[src/hw/alu_pkg.sv]
// Shared types, register map and constants of the arithmetic execution unit
package alu_pkg;

	typedef enum logic [4:0] {
		op_add              = 5'h00,
		op_sub              = 5'h01,
		add_with_carry      = 5'h02,
		subtract_with_carry = 5'h03,
		op_increment        = 5'h04,
		decrement_op        = 5'h05,
		step_add            = 5'h06,
		step_subtract       = 5'h07,
		decimal_adjust_add  = 5'h08,
		decimal_adjust_sub  = 5'h09,
		unsigned_multiply   = 5'h0a,
		signed_multiply     = 5'h0b,
		unsigned_divide     = 5'h0c,
		signed_divide       = 5'h0d,
		compare_op          = 5'h0e,
		negate_op           = 5'h0f,
		zero_extend         = 5'h10,
		sign_extend         = 5'h11,
		test_and_set        = 5'h12
	} op_t;

	typedef enum logic [1:0] {
		sz_byte = 2'h0,
		sz_word = 2'h1,
		sz_long = 2'h2
	} size_t;

	typedef enum logic [1:0] {
		st_idle = 2'b01,
		st_div  = 2'b10
	} state_t;

	// Control word: op in [4:0], size in [6:5], step code in [8:7]
	typedef struct packed {
		logic [1:0] step;
		size_t      size;
		op_t        op;
	} ctrl_t;

	typedef struct packed {
		logic n;
		logic z;
		logic v;
		logic c;
	} flags_t;

	typedef struct packed {
		flags_t      f;
		logic [31:0] r;
	} arith_t;

	localparam int          CTRL_W       = 9;
	localparam int          FLAGS_W      = 4;
	localparam logic [7:0]  ADDR_DST     = 8'h00;
	localparam logic [7:0]  ADDR_SRC     = 8'h04;
	localparam logic [7:0]  ADDR_CTRL    = 8'h08;
	localparam logic [7:0]  ADDR_RESULT  = 8'h0c;
	localparam logic [7:0]  ADDR_FLAGS   = 8'h10;
	localparam logic [7:0]  ADDR_STATUS  = 8'h14;
	localparam logic [31:0] WORD_RST     = 32'h0;
	localparam logic [3:0]  FLAGS_RST    = 4'h0;
	localparam logic [8:0]  CTRL_RST     = 9'h0;
	localparam logic [2:0]  HSIZE_WORD   = 3'h2;
	localparam logic [1:0]  STEP_CODE1   = 2'h0;
	localparam logic [1:0]  STEP_CODE2   = 2'h1;
	localparam logic [1:0]  STEP_CODE4   = 2'h2;
	localparam logic [31:0] STEP1        = 32'h1;
	localparam logic [31:0] STEP2        = 32'h2;
	localparam logic [31:0] STEP4        = 32'h4;
	localparam logic [4:0]  SH_BYTE      = 5'h18;
	localparam logic [4:0]  SH_WORD      = 5'h10;
	localparam logic [3:0]  BCD_NIB_MAX  = 4'h9;
	localparam logic [7:0]  BCD_BYTE_MAX = 8'h99;
	localparam logic [7:0]  BCD_LO_ADJ   = 8'h06;
	localparam logic [7:0]  BCD_HI_ADJ   = 8'h60;
	localparam logic [7:0]  TAS_MARK     = 8'h80;
	localparam logic [5:0]  DIV_STEPS    = 6'h20;

endpackage : alu_pkg

[src/hw/cpu_arithmetic_unit.sv]
// Arithmetic execution unit with an AHB-Lite register front end
//
// Decided for this implementation: the AHB-Lite register port and the register addresses.
`timescale 1ns/1ns
module cpu_arithmetic_unit (
	input  wire logic        clk_sys,
	input  wire logic        rst_n,
	input  wire logic        hsel,
	input  wire logic [31:0] haddr,
	input  wire logic [1:0]  htrans,
	input  wire logic        hwrite,
	input  wire logic [2:0]  hsize,
	input  wire logic        hready,
	input  wire logic [31:0] hwdata,
	output logic             hreadyout,
	output logic [31:0]      hrdata,
	output logic             hresp
);

	function automatic logic [4:0] shift_of(input alu_pkg::size_t sz);
		return (sz == alu_pkg::sz_byte) ? alu_pkg::SH_BYTE :
		       (sz == alu_pkg::sz_word) ? alu_pkg::SH_WORD : 5'h0;
	endfunction : shift_of

	// Negative and zero of a value taken at the given size
	function automatic logic [1:0] nz(input logic [31:0] x, input alu_pkg::size_t sz);
		logic [31:0] v;
		v = x << shift_of(sz);
		return {v[31], (v == 32'h0)};
	endfunction : nz

	// Operands are aligned to bit 31 so one adder yields carry and overflow at every size
	function automatic alu_pkg::arith_t arith(input logic [31:0] a, input logic [31:0] b,
		input logic [31:0] base, input logic ci, input logic sub, input alu_pkg::size_t sz);
		logic [4:0]     sh;
		logic [31:0]    as;
		logic [31:0]    bs;
		logic [31:0]    lo;
		logic [31:0]    mask;
		logic [32:0]    s;
		alu_pkg::arith_t o;
		sh   = shift_of(sz);
		as   = a << sh;
		bs   = (sub ? ~b : b) << sh;
		s    = {1'b0, as} + {1'b0, bs} + ({32'h0, ci} << sh);
		mask = {32{1'b1}} >> sh;
		lo   = s[31:0] >> sh;
		o.r   = (base & ~mask) | lo;
		o.f.n = s[31];
		o.f.z = (lo == 32'h0);
		o.f.v = (as[31] == bs[31]) && (s[31] != as[31]);
		o.f.c = s[32] ^ sub;
		return o;
	endfunction : arith

	function automatic logic [15:0] neg16(input logic [15:0] x, input logic s);
		return s ? 16'h0 - x : x;
	endfunction : neg16

	alu_pkg::ctrl_t  ctrl_q;
	alu_pkg::flags_t flags_q;
	alu_pkg::flags_t flg_d;
	alu_pkg::state_t st_q;
	alu_pkg::state_t st_d;
	alu_pkg::size_t  sz;
	alu_pkg::arith_t add_r;
	alu_pkg::arith_t sub_r;
	alu_pkg::arith_t add_with_carry_r;
	alu_pkg::arith_t subtract_with_carry_r;
	alu_pkg::arith_t inc_r;
	alu_pkg::arith_t dec_r;
	alu_pkg::arith_t neg_r;
	logic [31:0] dst_q;
	logic [31:0] src_q;
	logic [31:0] result_q;
	logic [31:0] res_d;
	logic [31:0] hrdata_q;
	logic [31:0] rd_word;
	logic [31:0] step_v;
	logic [31:0] inc_v;
	logic [31:0] prod;
	logic [31:0] prod_res;
	logic [31:0] dv_dividend;
	logic [31:0] dv_quo;
	logic [31:0] div_res;
	logic [31:0] zext_v;
	logic [15:0] dv_divisor;
	logic [15:0] dv_rem;
	logic [15:0] q_signed;
	logic [15:0] r_signed;
	logic [7:0]  addr_q;
	logic [7:0]  bcd_in;
	logic [7:0]  daa_adj;
	logic [7:0]  das_adj;
	logic [7:0]  daa_b;
	logic [7:0]  das_b;
	logic [1:0]  nz_prod;
	logic [1:0]  nz_bcd_a;
	logic [1:0]  nz_bcd_s;
	logic [1:0]  nz_zext;
	logic        hreadyout_q;
	logic        hresp_q;
	logic        rd_pend_q;
	logic        wr_pend_q;
	logic        go_q;
	logic        busy;
	logic        addr_ph;
	logic        wr_ok;
	logic        wr_dst;
	logic        wr_src;
	logic        wr_ctrl;
	logic        wr_flags;
	logic        byte_form;
	logic        is_div;
	logic        is_sdiv;
	logic        dvd_neg;
	logic        dvs_neg;
	logic        dv_start;
	logic        dv_done;
	logic        lo_over;
	logic        hi_over;

	// Bus front end: writes complete with no wait, reads insert one wait state
	assign addr_ph  = hsel & htrans[1] & hready;
	assign busy     = go_q | (st_q == alu_pkg::st_div);
	assign wr_ok    = wr_pend_q & ~busy;
	assign wr_dst   = wr_ok & (addr_q == alu_pkg::ADDR_DST);
	assign wr_src   = wr_ok & (addr_q == alu_pkg::ADDR_SRC);
	assign wr_ctrl  = wr_ok & (addr_q == alu_pkg::ADDR_CTRL);
	assign wr_flags = wr_ok & (addr_q == alu_pkg::ADDR_FLAGS);

	assign rd_word = (addr_q == alu_pkg::ADDR_DST)    ? dst_q :
	                 (addr_q == alu_pkg::ADDR_SRC)    ? src_q :
	                 (addr_q == alu_pkg::ADDR_CTRL)   ? {23'h0, ctrl_q} :
	                 (addr_q == alu_pkg::ADDR_RESULT) ? result_q :
	                 (addr_q == alu_pkg::ADDR_FLAGS)  ? {28'h0, flags_q} :
	                 (addr_q == alu_pkg::ADDR_STATUS) ? {31'h0, busy} : 32'h0;

	always_ff @(posedge clk_sys) begin
		if (!rst_n) begin
			addr_q      <= 8'h0;
			wr_pend_q   <= 1'b0;
			rd_pend_q   <= 1'b0;
			hreadyout_q <= 1'b1;
			hrdata_q    <= alu_pkg::WORD_RST;
			hresp_q     <= 1'b0;
		end else begin
			wr_pend_q <= addr_ph & hwrite & (hsize == alu_pkg::HSIZE_WORD);
			if (addr_ph) begin
				addr_q      <= haddr[7:0];
				rd_pend_q   <= ~hwrite;
				hreadyout_q <= hwrite;
			end else if (rd_pend_q) begin
				hrdata_q    <= rd_word;
				rd_pend_q   <= 1'b0;
				hreadyout_q <= 1'b1;
			end
		end
	end

	assign hreadyout = hreadyout_q;
	assign hrdata    = hrdata_q;
	assign hresp     = hresp_q;

	// Operand registers; frozen while an operation is in flight
	always_ff @(posedge clk_sys) begin
		if (!rst_n) begin
			dst_q  <= alu_pkg::WORD_RST;
			src_q  <= alu_pkg::WORD_RST;
			ctrl_q <= alu_pkg::ctrl_t'(alu_pkg::CTRL_RST);
			go_q   <= 1'b0;
		end else begin
			go_q <= wr_ctrl;
			if (wr_dst)
				dst_q <= hwdata;
			if (wr_src)
				src_q <= hwdata;
			if (wr_ctrl)
				ctrl_q <= alu_pkg::ctrl_t'(hwdata[alu_pkg::CTRL_W-1:0]);
		end
	end

	assign sz        = ctrl_q.size;
	assign byte_form = (sz == alu_pkg::sz_byte);
	assign is_sdiv   = (ctrl_q.op == alu_pkg::signed_divide);
	assign is_div    = is_sdiv | (ctrl_q.op == alu_pkg::unsigned_divide);

	assign step_v = (ctrl_q.step == alu_pkg::STEP_CODE4) ? alu_pkg::STEP4 :
	                (ctrl_q.step == alu_pkg::STEP_CODE2) ? alu_pkg::STEP2 : alu_pkg::STEP1;
	// A step of two is not offered on bytes, so byte steps fall back to one
	assign inc_v  = (!byte_form && ctrl_q.step != alu_pkg::STEP_CODE1) ? alu_pkg::STEP2 : alu_pkg::STEP1;

	assign add_r  = arith(dst_q, src_q, dst_q, 1'b0, 1'b0, sz);
	assign sub_r  = arith(dst_q, src_q, dst_q, 1'b1, 1'b1, sz);
	assign add_with_carry_r = arith(dst_q, src_q, dst_q, flags_q.c, 1'b0, alu_pkg::sz_byte);
	assign subtract_with_carry_r = arith(dst_q, src_q, dst_q, ~flags_q.c, 1'b1, alu_pkg::sz_byte);
	assign inc_r  = arith(dst_q, inc_v, dst_q, 1'b0, 1'b0, sz);
	assign dec_r  = arith(dst_q, inc_v, dst_q, 1'b1, 1'b1, sz);
	assign neg_r  = arith(32'h0, dst_q, dst_q, 1'b1, 1'b1, sz);

	assign bcd_in   = dst_q[7:0];
	assign lo_over  = (bcd_in[3:0] > alu_pkg::BCD_NIB_MAX);
	assign hi_over  = flags_q.c | (bcd_in > alu_pkg::BCD_BYTE_MAX);
	assign daa_adj  = (hi_over ? alu_pkg::BCD_HI_ADJ : 8'h0) | (lo_over ? alu_pkg::BCD_LO_ADJ : 8'h0);
	assign das_adj  = (flags_q.c ? alu_pkg::BCD_HI_ADJ : 8'h0) | (lo_over ? alu_pkg::BCD_LO_ADJ : 8'h0);
	assign daa_b    = bcd_in + daa_adj;
	assign das_b    = bcd_in - das_adj;
	assign nz_bcd_a = nz({24'h0, daa_b}, alu_pkg::sz_byte);
	assign nz_bcd_s = nz({24'h0, das_b}, alu_pkg::sz_byte);

	mul_unit u_mul (
		.a         (dst_q[15:0]),
		.b         (src_q[15:0]),
		.is_signed (ctrl_q.op == alu_pkg::signed_multiply),
		.size      (sz),
		.product   (prod)
	);

	assign prod_res = byte_form ? {dst_q[31:16], prod[15:0]} : prod;
	assign nz_prod  = nz(prod, byte_form ? alu_pkg::sz_word : alu_pkg::sz_long);

	// Divider works on magnitudes; signs are restored on the way out
	assign dvd_neg     = is_sdiv & (byte_form ? dst_q[15] : dst_q[31]);
	assign dvs_neg     = is_sdiv & (byte_form ? src_q[7] : src_q[15]);
	assign dv_dividend = byte_form ? {16'h0, neg16(dst_q[15:0], dvd_neg)} :
	                     (dvd_neg ? 32'h0 - dst_q : dst_q);
	assign dv_divisor  = neg16(byte_form ? {{8{dvs_neg}}, src_q[7:0]} : src_q[15:0], dvs_neg);
	assign dv_start    = go_q & is_div;

	div_unit u_div (
		.clk_sys   (clk_sys),
		.rst_n     (rst_n),
		.start     (dv_start),
		.dividend  (dv_dividend),
		.divisor   (dv_divisor),
		.done      (dv_done),
		.quotient  (dv_quo),
		.remainder (dv_rem)
	);

	assign q_signed = neg16(dv_quo[15:0], dvd_neg ^ dvs_neg);
	assign r_signed = neg16(dv_rem, dvd_neg);
	assign div_res  = byte_form ? {dst_q[31:16], r_signed[7:0], q_signed[7:0]} : {r_signed, q_signed};

	assign zext_v  = (sz == alu_pkg::sz_long) ? {16'h0, dst_q[15:0]} : {dst_q[31:16], 8'h0, dst_q[7:0]};
	assign nz_zext = nz(zext_v, sz);

	always_comb begin
		res_d = dst_q;
		flg_d = flags_q;
		unique case (ctrl_q.op)
			alu_pkg::op_add: begin
				res_d = add_r.r;
				flg_d = add_r.f;
			end
			alu_pkg::op_sub: begin
				res_d = sub_r.r;
				flg_d = sub_r.f;
			end
			alu_pkg::add_with_carry: begin
				// Zero only stays set so multi-byte chains test the whole value
				res_d = add_with_carry_r.r;
				flg_d = {add_with_carry_r.f.n, add_with_carry_r.f.z & flags_q.z, add_with_carry_r.f.v, add_with_carry_r.f.c};
			end
			alu_pkg::subtract_with_carry: begin
				res_d = subtract_with_carry_r.r;
				flg_d = {subtract_with_carry_r.f.n, subtract_with_carry_r.f.z & flags_q.z, subtract_with_carry_r.f.v, subtract_with_carry_r.f.c};
			end
			alu_pkg::op_increment: begin
				res_d = inc_r.r;
				flg_d = {inc_r.f.n, inc_r.f.z, inc_r.f.v, flags_q.c};
			end
			alu_pkg::decrement_op: begin
				res_d = dec_r.r;
				flg_d = {dec_r.f.n, dec_r.f.z, dec_r.f.v, flags_q.c};
			end
			alu_pkg::step_add:
				res_d = dst_q + step_v;
			alu_pkg::step_subtract:
				res_d = dst_q - step_v;
			alu_pkg::decimal_adjust_add: begin
				res_d = {dst_q[31:8], daa_b};
				flg_d = {nz_bcd_a, flags_q.v, hi_over};
			end
			alu_pkg::decimal_adjust_sub: begin
				res_d = {dst_q[31:8], das_b};
				flg_d = {nz_bcd_s, flags_q.v, flags_q.c};
			end
			alu_pkg::unsigned_multiply:
				res_d = prod_res;
			alu_pkg::signed_multiply: begin
				res_d = prod_res;
				flg_d = {nz_prod, flags_q.v, flags_q.c};
			end
			alu_pkg::compare_op:
				flg_d = sub_r.f;
			alu_pkg::negate_op: begin
				res_d = neg_r.r;
				flg_d = neg_r.f;
			end
			alu_pkg::zero_extend: begin
				res_d = zext_v;
				flg_d = {1'b0, nz_zext[0], 1'b0, flags_q.c};
			end
			alu_pkg::sign_extend: begin
				res_d = (sz == alu_pkg::sz_long) ? {{16{dst_q[15]}}, dst_q[15:0]} :
				        {dst_q[31:16], {8{dst_q[7]}}, dst_q[7:0]};
				flg_d = {nz(res_d, sz), 1'b0, flags_q.c};
			end
			alu_pkg::test_and_set: begin
				res_d = {dst_q[31:8], dst_q[7:0] | alu_pkg::TAS_MARK};
				flg_d = {nz(dst_q, alu_pkg::sz_byte), 1'b0, flags_q.c};
			end
			default: begin
				res_d = dst_q;
				flg_d = flags_q;
			end
		endcase
	end

	always_comb begin
		st_d = st_q;
		unique case (st_q)
			alu_pkg::st_idle:
				if (dv_start)
					st_d = alu_pkg::st_div;
			alu_pkg::st_div:
				if (dv_done)
					st_d = alu_pkg::st_idle;
		endcase
	end

	// Flags and result; software writes cannot collide since they are held off while busy
	always_ff @(posedge clk_sys) begin
		if (!rst_n) begin
			st_q     <= alu_pkg::st_idle;
			result_q <= alu_pkg::WORD_RST;
			flags_q  <= alu_pkg::flags_t'(alu_pkg::FLAGS_RST);
		end else begin
			st_q <= st_d;
			if (go_q && !is_div) begin
				result_q <= res_d;
				flags_q  <= flg_d;
			end else if (st_q == alu_pkg::st_div && dv_done) begin
				result_q <= div_res;
				flags_q  <= {byte_form ? q_signed[7] : q_signed[15], dv_divisor == 16'h0, flags_q.v, flags_q.c};
			end else if (wr_flags) begin
				flags_q <= alu_pkg::flags_t'(hwdata[alu_pkg::FLAGS_W-1:0]);
			end
		end
	end
endmodule : cpu_arithmetic_unit

[src/hw/mul_unit.sv]
// Combinational 8x8 or 16x16 multiplier, signed or unsigned
`timescale 1ns/1ns
module mul_unit (
	input  wire logic [15:0]   a,
	input  wire logic [15:0]   b,
	input  wire logic          is_signed,
	input  wire alu_pkg::size_t size,
	output logic [31:0]        product
);
	logic        byte_form;
	logic        ext_a;
	logic        ext_b;
	logic [16:0] ax;
	logic [16:0] bx;
	logic [33:0] full;

	assign byte_form = (size == alu_pkg::sz_byte);
	assign ext_a     = is_signed & (byte_form ? a[7] : a[15]);
	assign ext_b     = is_signed & (byte_form ? b[7] : b[15]);
	assign ax        = byte_form ? {{9{ext_a}}, a[7:0]} : {ext_a, a};
	assign bx        = byte_form ? {{9{ext_b}}, b[7:0]} : {ext_b, b};
	// One sign-extended 17-bit multiply serves both signednesses
	assign full      = 34'($signed(ax) * $signed(bx));
	assign product   = full[31:0];

endmodule : mul_unit

[src/hw/div_unit.sv]
// Iterative restoring divider on magnitudes, one quotient bit per clock
`timescale 1ns/1ns
module div_unit (
	input  wire logic        clk_sys,
	input  wire logic        rst_n,
	input  wire logic        start,
	input  wire logic [31:0] dividend,
	input  wire logic [15:0] divisor,
	output logic             done,
	output logic [31:0]      quotient,
	output logic [15:0]      remainder
);
	logic [31:0] quo_q;
	logic [31:0] quo_d;
	logic [15:0] rem_q;
	logic [15:0] rem_d;
	logic [5:0]  cnt_q;
	logic        done_q;
	logic [16:0] trial;
	logic        fits;

	assign trial = {rem_q, quo_q[31]};
	assign fits  = (trial >= {1'b0, divisor});
	assign rem_d = fits ? 16'(trial - {1'b0, divisor}) : trial[15:0];
	assign quo_d = {quo_q[30:0], fits};

	// A zero divisor runs through and leaves an all-ones quotient
	always_ff @(posedge clk_sys) begin
		if (!rst_n) begin
			quo_q  <= alu_pkg::WORD_RST;
			rem_q  <= 16'h0;
			cnt_q  <= 6'h0;
			done_q <= 1'b0;
		end else begin
			done_q <= (cnt_q == 6'h1);
			if (start) begin
				quo_q <= dividend;
				rem_q <= 16'h0;
				cnt_q <= alu_pkg::DIV_STEPS;
			end else if (cnt_q != 6'h0) begin
				quo_q <= quo_d;
				rem_q <= rem_d;
				cnt_q <= cnt_q - 6'h1;
			end
		end
	end

	assign done      = done_q;
	assign quotient  = quo_q;
	assign remainder = rem_q;
endmodule : div_unit

[config.mk]
export PLATFORM = sky130hd
export DESIGN_NAME = cpu_arithmetic_unit
export DESIGN_NICKNAME = d
export VERILOG_FILES = /design/src/hw/alu_pkg.sv /design/src/hw/cpu_arithmetic_unit.sv /design/src/hw/mul_unit.sv /design/src/hw/div_unit.sv
export SDC_FILE = /design/constraint.sdc
export NUM_CORES = 2
export LEC_CHECK = 0
export ABC_AREA = 1
export BUFFER_PORTS_ARGS = -buffer_cell sky130_fd_sc_hd__buf_2
export CORE_MARGIN = 5
export CORE_UTILIZATION = 25
export DETAILED_ROUTE_END_ITERATION = 12
export PLACE_DENSITY = 0.4
export SLEW_MARGIN = 20
export SYNTH_ARGS = -nofsm -noshare
export SYNTH_HDL_FRONTEND = slang
export SYNTH_SLANG_ARGS = --single-unit
[constraint.sdc]
create_clock -name clk_sys -period 7.35 [get_ports clk_sys]
set_input_delay 0.3675 -clock clk_sys [delete_from_list [all_inputs] [get_ports clk_sys]]
set_output_delay 0.3675 -clock clk_sys [all_outputs]
set_load 0.1 [all_outputs]
==> results.py <==
metrics = {
    "synth": {
        "synth_top_area_cell": "fa_1",
        "ys_types": 70,
        "async_flop_share": 0,
        "synth_ff_type": "dfxtp_1",
        "ys_seq_elements": 210,
        "synthCells": 6506,
        "post-synth-top-count-cell": "nand2_1",
        "yosysWarnings": 0,
        "syn_area_per_cell_sq_um": 6.290,
        "netlist_area_sq_um": 40920,
        "yosys-top-cells-area": "fa_1 (15%), nand2_1 (14%), ha_1 (11%)",
        "synth_top_area_share": 0.1463,
        "synth-seq-area-share": 0.1027,
        "yosys-top-cells-count": "nand2_1 (1499), inv_1 (885), nor2_1 (682)",
        "synth-edff-count": 0,
    },
    "final_layout": {
        "syn_to_final_growth_pct": 17.95,
        "multiInputGateArea_sq_um": 33180,
        "num-fill-cells": 18420,
        "drive_above_1_share": 0.1317,
        "seq_area_sq_um": 4222,
        "final_cell_count_no_fill": 8981,
        "fin_area_sq_um": 48270,
        "nNetsFinal": 7528,
    },
    "sta": {
        "fin_ws_ns": 0.1092,
        "fin_skew_ns": 0.01967,
        "holdWs_ns": 0.04891,
        "slew_headroom": 0.2242,
        "rsz0062_at_grt": "yes",
        "fmax_ghz": 0.1381,
        "slew_viol_final": 0,
        "period_needed_ns": 7.241,
        "tightest_slew_ns": 1.159,
        "setup_viol": 0,
        "period_share": 0.9851,
        "hold_viol": 0,
        "fin_setup_tns_ns": 0,
    },
    "critical_path": {
        "cp.depth": 39,
        "cp_slowest_cell": "fa_1",
        "reg2reg_slack_ns": 0.11,
        "crit_required_ns": 7.75,
        "worstSetupPathType": "register to register",
        "regToRegEndpoint": "flags_q[2]",
        "arrival_ns": 7.64,
        "critPathLaunch": "sz[1]",
        "max_stage_delay_ns": 0.57,
        "cp_top_family": "adder cells",
        "startpoint_type": "register",
        "critical_path.endpoint_type": "register",
        "crit_top_cell": "buf_4",
        "critPathBufInv": 12,
        "worstRegToRegCells": 39,
        "reg2reg_from": "sz[1]",
        "endpoint": "flags_q[2]",
        "crit_fanout": 8,
    },
    "clock_network": {
        "cts_tree": "done",
        "cts-root-buf": "clkbuf_16",
        "htree_levels": 1,
        "cts_buffer_depth": 3,
        "clkSlewWorstSetupHoldPaths_ns": 0.06,
        "clk_latency_ns": 0.56,
        "numCtsBuffers": 25,
        "cts.sinks": 210,
    },
    "hold_path": {
        "hold_class": "input pin to register",
        "hp-start": "hwdata[25]",
    },
    "routing": {
        "drcViolationCount": 0,
        "route.vias.total": 47020,
        "postRouteAntennaNets": 0,
        "routedWlPerCell_microns": 26.32,
        "drtIter0Drc": 4595,
        "vias_per_cell": 5.235,
        "first_pass_iters": 6,
        "finalWirelength_mm": 236.4,
    },
    "placed_design": {
        "hpwl_mm": 194.6,
        "io_buffers": 81,
        "dpl.cell_count": 8901,
        "place_congestion": 1.082,
        "post_dp_cell_area_sq_um": 46080,
        "pre_cts_slack_ns": -0.6263,
    },
    "die": {
        "die_h_microns": 414.6,
        "coreArea_sq_um": 162800,
        "rows": 148,
        "io_pins": 108,
        "start_util": 0.2514,
        "die_w_microns": 414.6,
        "die_area_sq_um": 171900,
    },
    "power": {
        "powerDensity_nw_per_um2": 53.62,
        "power.leakage_nw": 22.29,
        "peakVddDrop_mv": 0.1402,
    },
    "global_routing": {
        "grt_max_degree": 73,
        "grt_usage": 0.2619,
        "gr-total-overflow": 0,
        "antenna_found_initial": 6,
        "grt_pass1_vias": 45610,
        "grt_pass1_wl_mm": 332.0,
    },
    "run": {
        "maxCapViolCount": 0,
    },
    "run_status": {
        "status": "finished clean",
    },
}
## report_power, final
group | total [mW] | switching (mW) | leakage, nW | internal, mW
Sequential | 1.15 | 0.00556 | 1.70 | 1.14
Combinational | 0.216 | 0.165 | 20.2 | 0.0511
Clock | 1.22 | 0.552 | 0.374 | 0.672
## layer usage
| layer | routed length, microns | vias to the layer above | GRT usage |
|---|---|---|---|
| met2 | 105800 | 1820 | 0.4278 |
| met4 | 13070 | 2 | 0.1077 |
| met5 | 9 | - | 0 |
| li1 | - | 21950 | - |
| met1 | 101600 | 22820 | 0.3490 |
| met3 | 15880 | 427 | 0.03338 |
## layout by cell type (no fill, tap or decap), drive strengths merged, types with 12 or more instances in the layout
cell type / Yosys / final
ha: 368 / 368
a22oi: 35 / 35
nand3b: 15 / 15
o21a: 13 / 13
nand2: 1542 / 1542
fa: 299 / 299
buf: 89 / 497
a32oi: 12 / 12
o22ai: 40 / 40
or2: 29 / 29
xor2: 111 / 111
clkbuf: 161 / 35
nand3: 451 / 451
a21boi: 12 / 12
inv: 907 / 903
o2111ai: 22 / 22
a21o: 22 / 22
clkinv: 13 / 18
a211oi: 15 / 15
o221ai: 16 / 16
a21oi: 500 / 500
a221oi: 15 / 15
xnor2: 39 / 39
o211ai: 62 / 62
a31oi: 34 / 34
nand4: 76 / 76
nor3: 76 / 76
nor2: 708 / 708
dfxtp: 210 / 210
o21bai: 21 / 21
nor4: 23 / 23
o21ai: 525 / 525
## through the flow
step                      total power [mW]    util
after floorplan                      1.295       -
after global placement               1.385  0.2831
after detailed placement             1.385  0.2831
after CTS                            2.604  0.2898
after global routing                 2.664  0.2965
final                                2.588  0.2966
## worst min-delay path by stage
stage | endpoint | slack [ns] | depth (start not counted)
after global placement | u_div.quotient[14] | 0.45 | 2
after CTS | src_q[25] | 0.04 | 3
final | src_q[25] | 0.05 | 3
after detailed placement | hrdata[1] | 0.46 | 2
after global routing | src_q[24] | 0.06 | 3
after floorplan | src_q[31] | 0.44 | 2
## timing repair
action                                 4_1_cts  5_1_grt
setup endpoints to repair                   20       22
pin swaps                                   17      162
endpoints found under the hold margin        1        0
gates resized for setup                     72      222
gates cloned                                 1        2
hold buffers                                 1        0
buffers inserted                             4       28
## registers in the layout, indices dropped and copies added (netlist names)
signal,flops
dst_q,32
hrdata,32
result_q,32
src_q,32
u_div.quotient,32
u_div.remainder,16
addr_q,8
ctrl_q,7
u_div.cnt_q,6
flags_q,4
st_q,2
sz,2
go_q,1
hreadyout,1
rd_pend_q,1
u_div.done,1
wr_pend_q,1
## area by class of cell
cell class | instances | area share
clock inverters | 7 | 0.0008554
flip-flops and latches | 210 | 0.08746
well taps | 2175 | 0.05638
repair buffers | 498 | 0.08077
diodes | 4 | 0.0002074
multi-input cells | 5132 | 0.6874
clock buffers | 35 | 0.01477
inverters | 920 | 0.07214
## cells by family after synthesis
logic type / after synthesis / synth area share
xor+xnor: 150 / 0.03210
simple gates: 2932 / 0.3033
fa+ha+maj: 667 / 0.2588
buf+inv: 1170 / 0.1114
flops: 210 / 0.1027
other cells: 2 / 0.0001835
compound gates: 1375 / 0.1915
## worst min-delay path, stage by stage
cell    delay [ns]
buf_2         0.08
nor2_1        0.04
nor2_1        0.08
(Power assumes the default switching activity.)
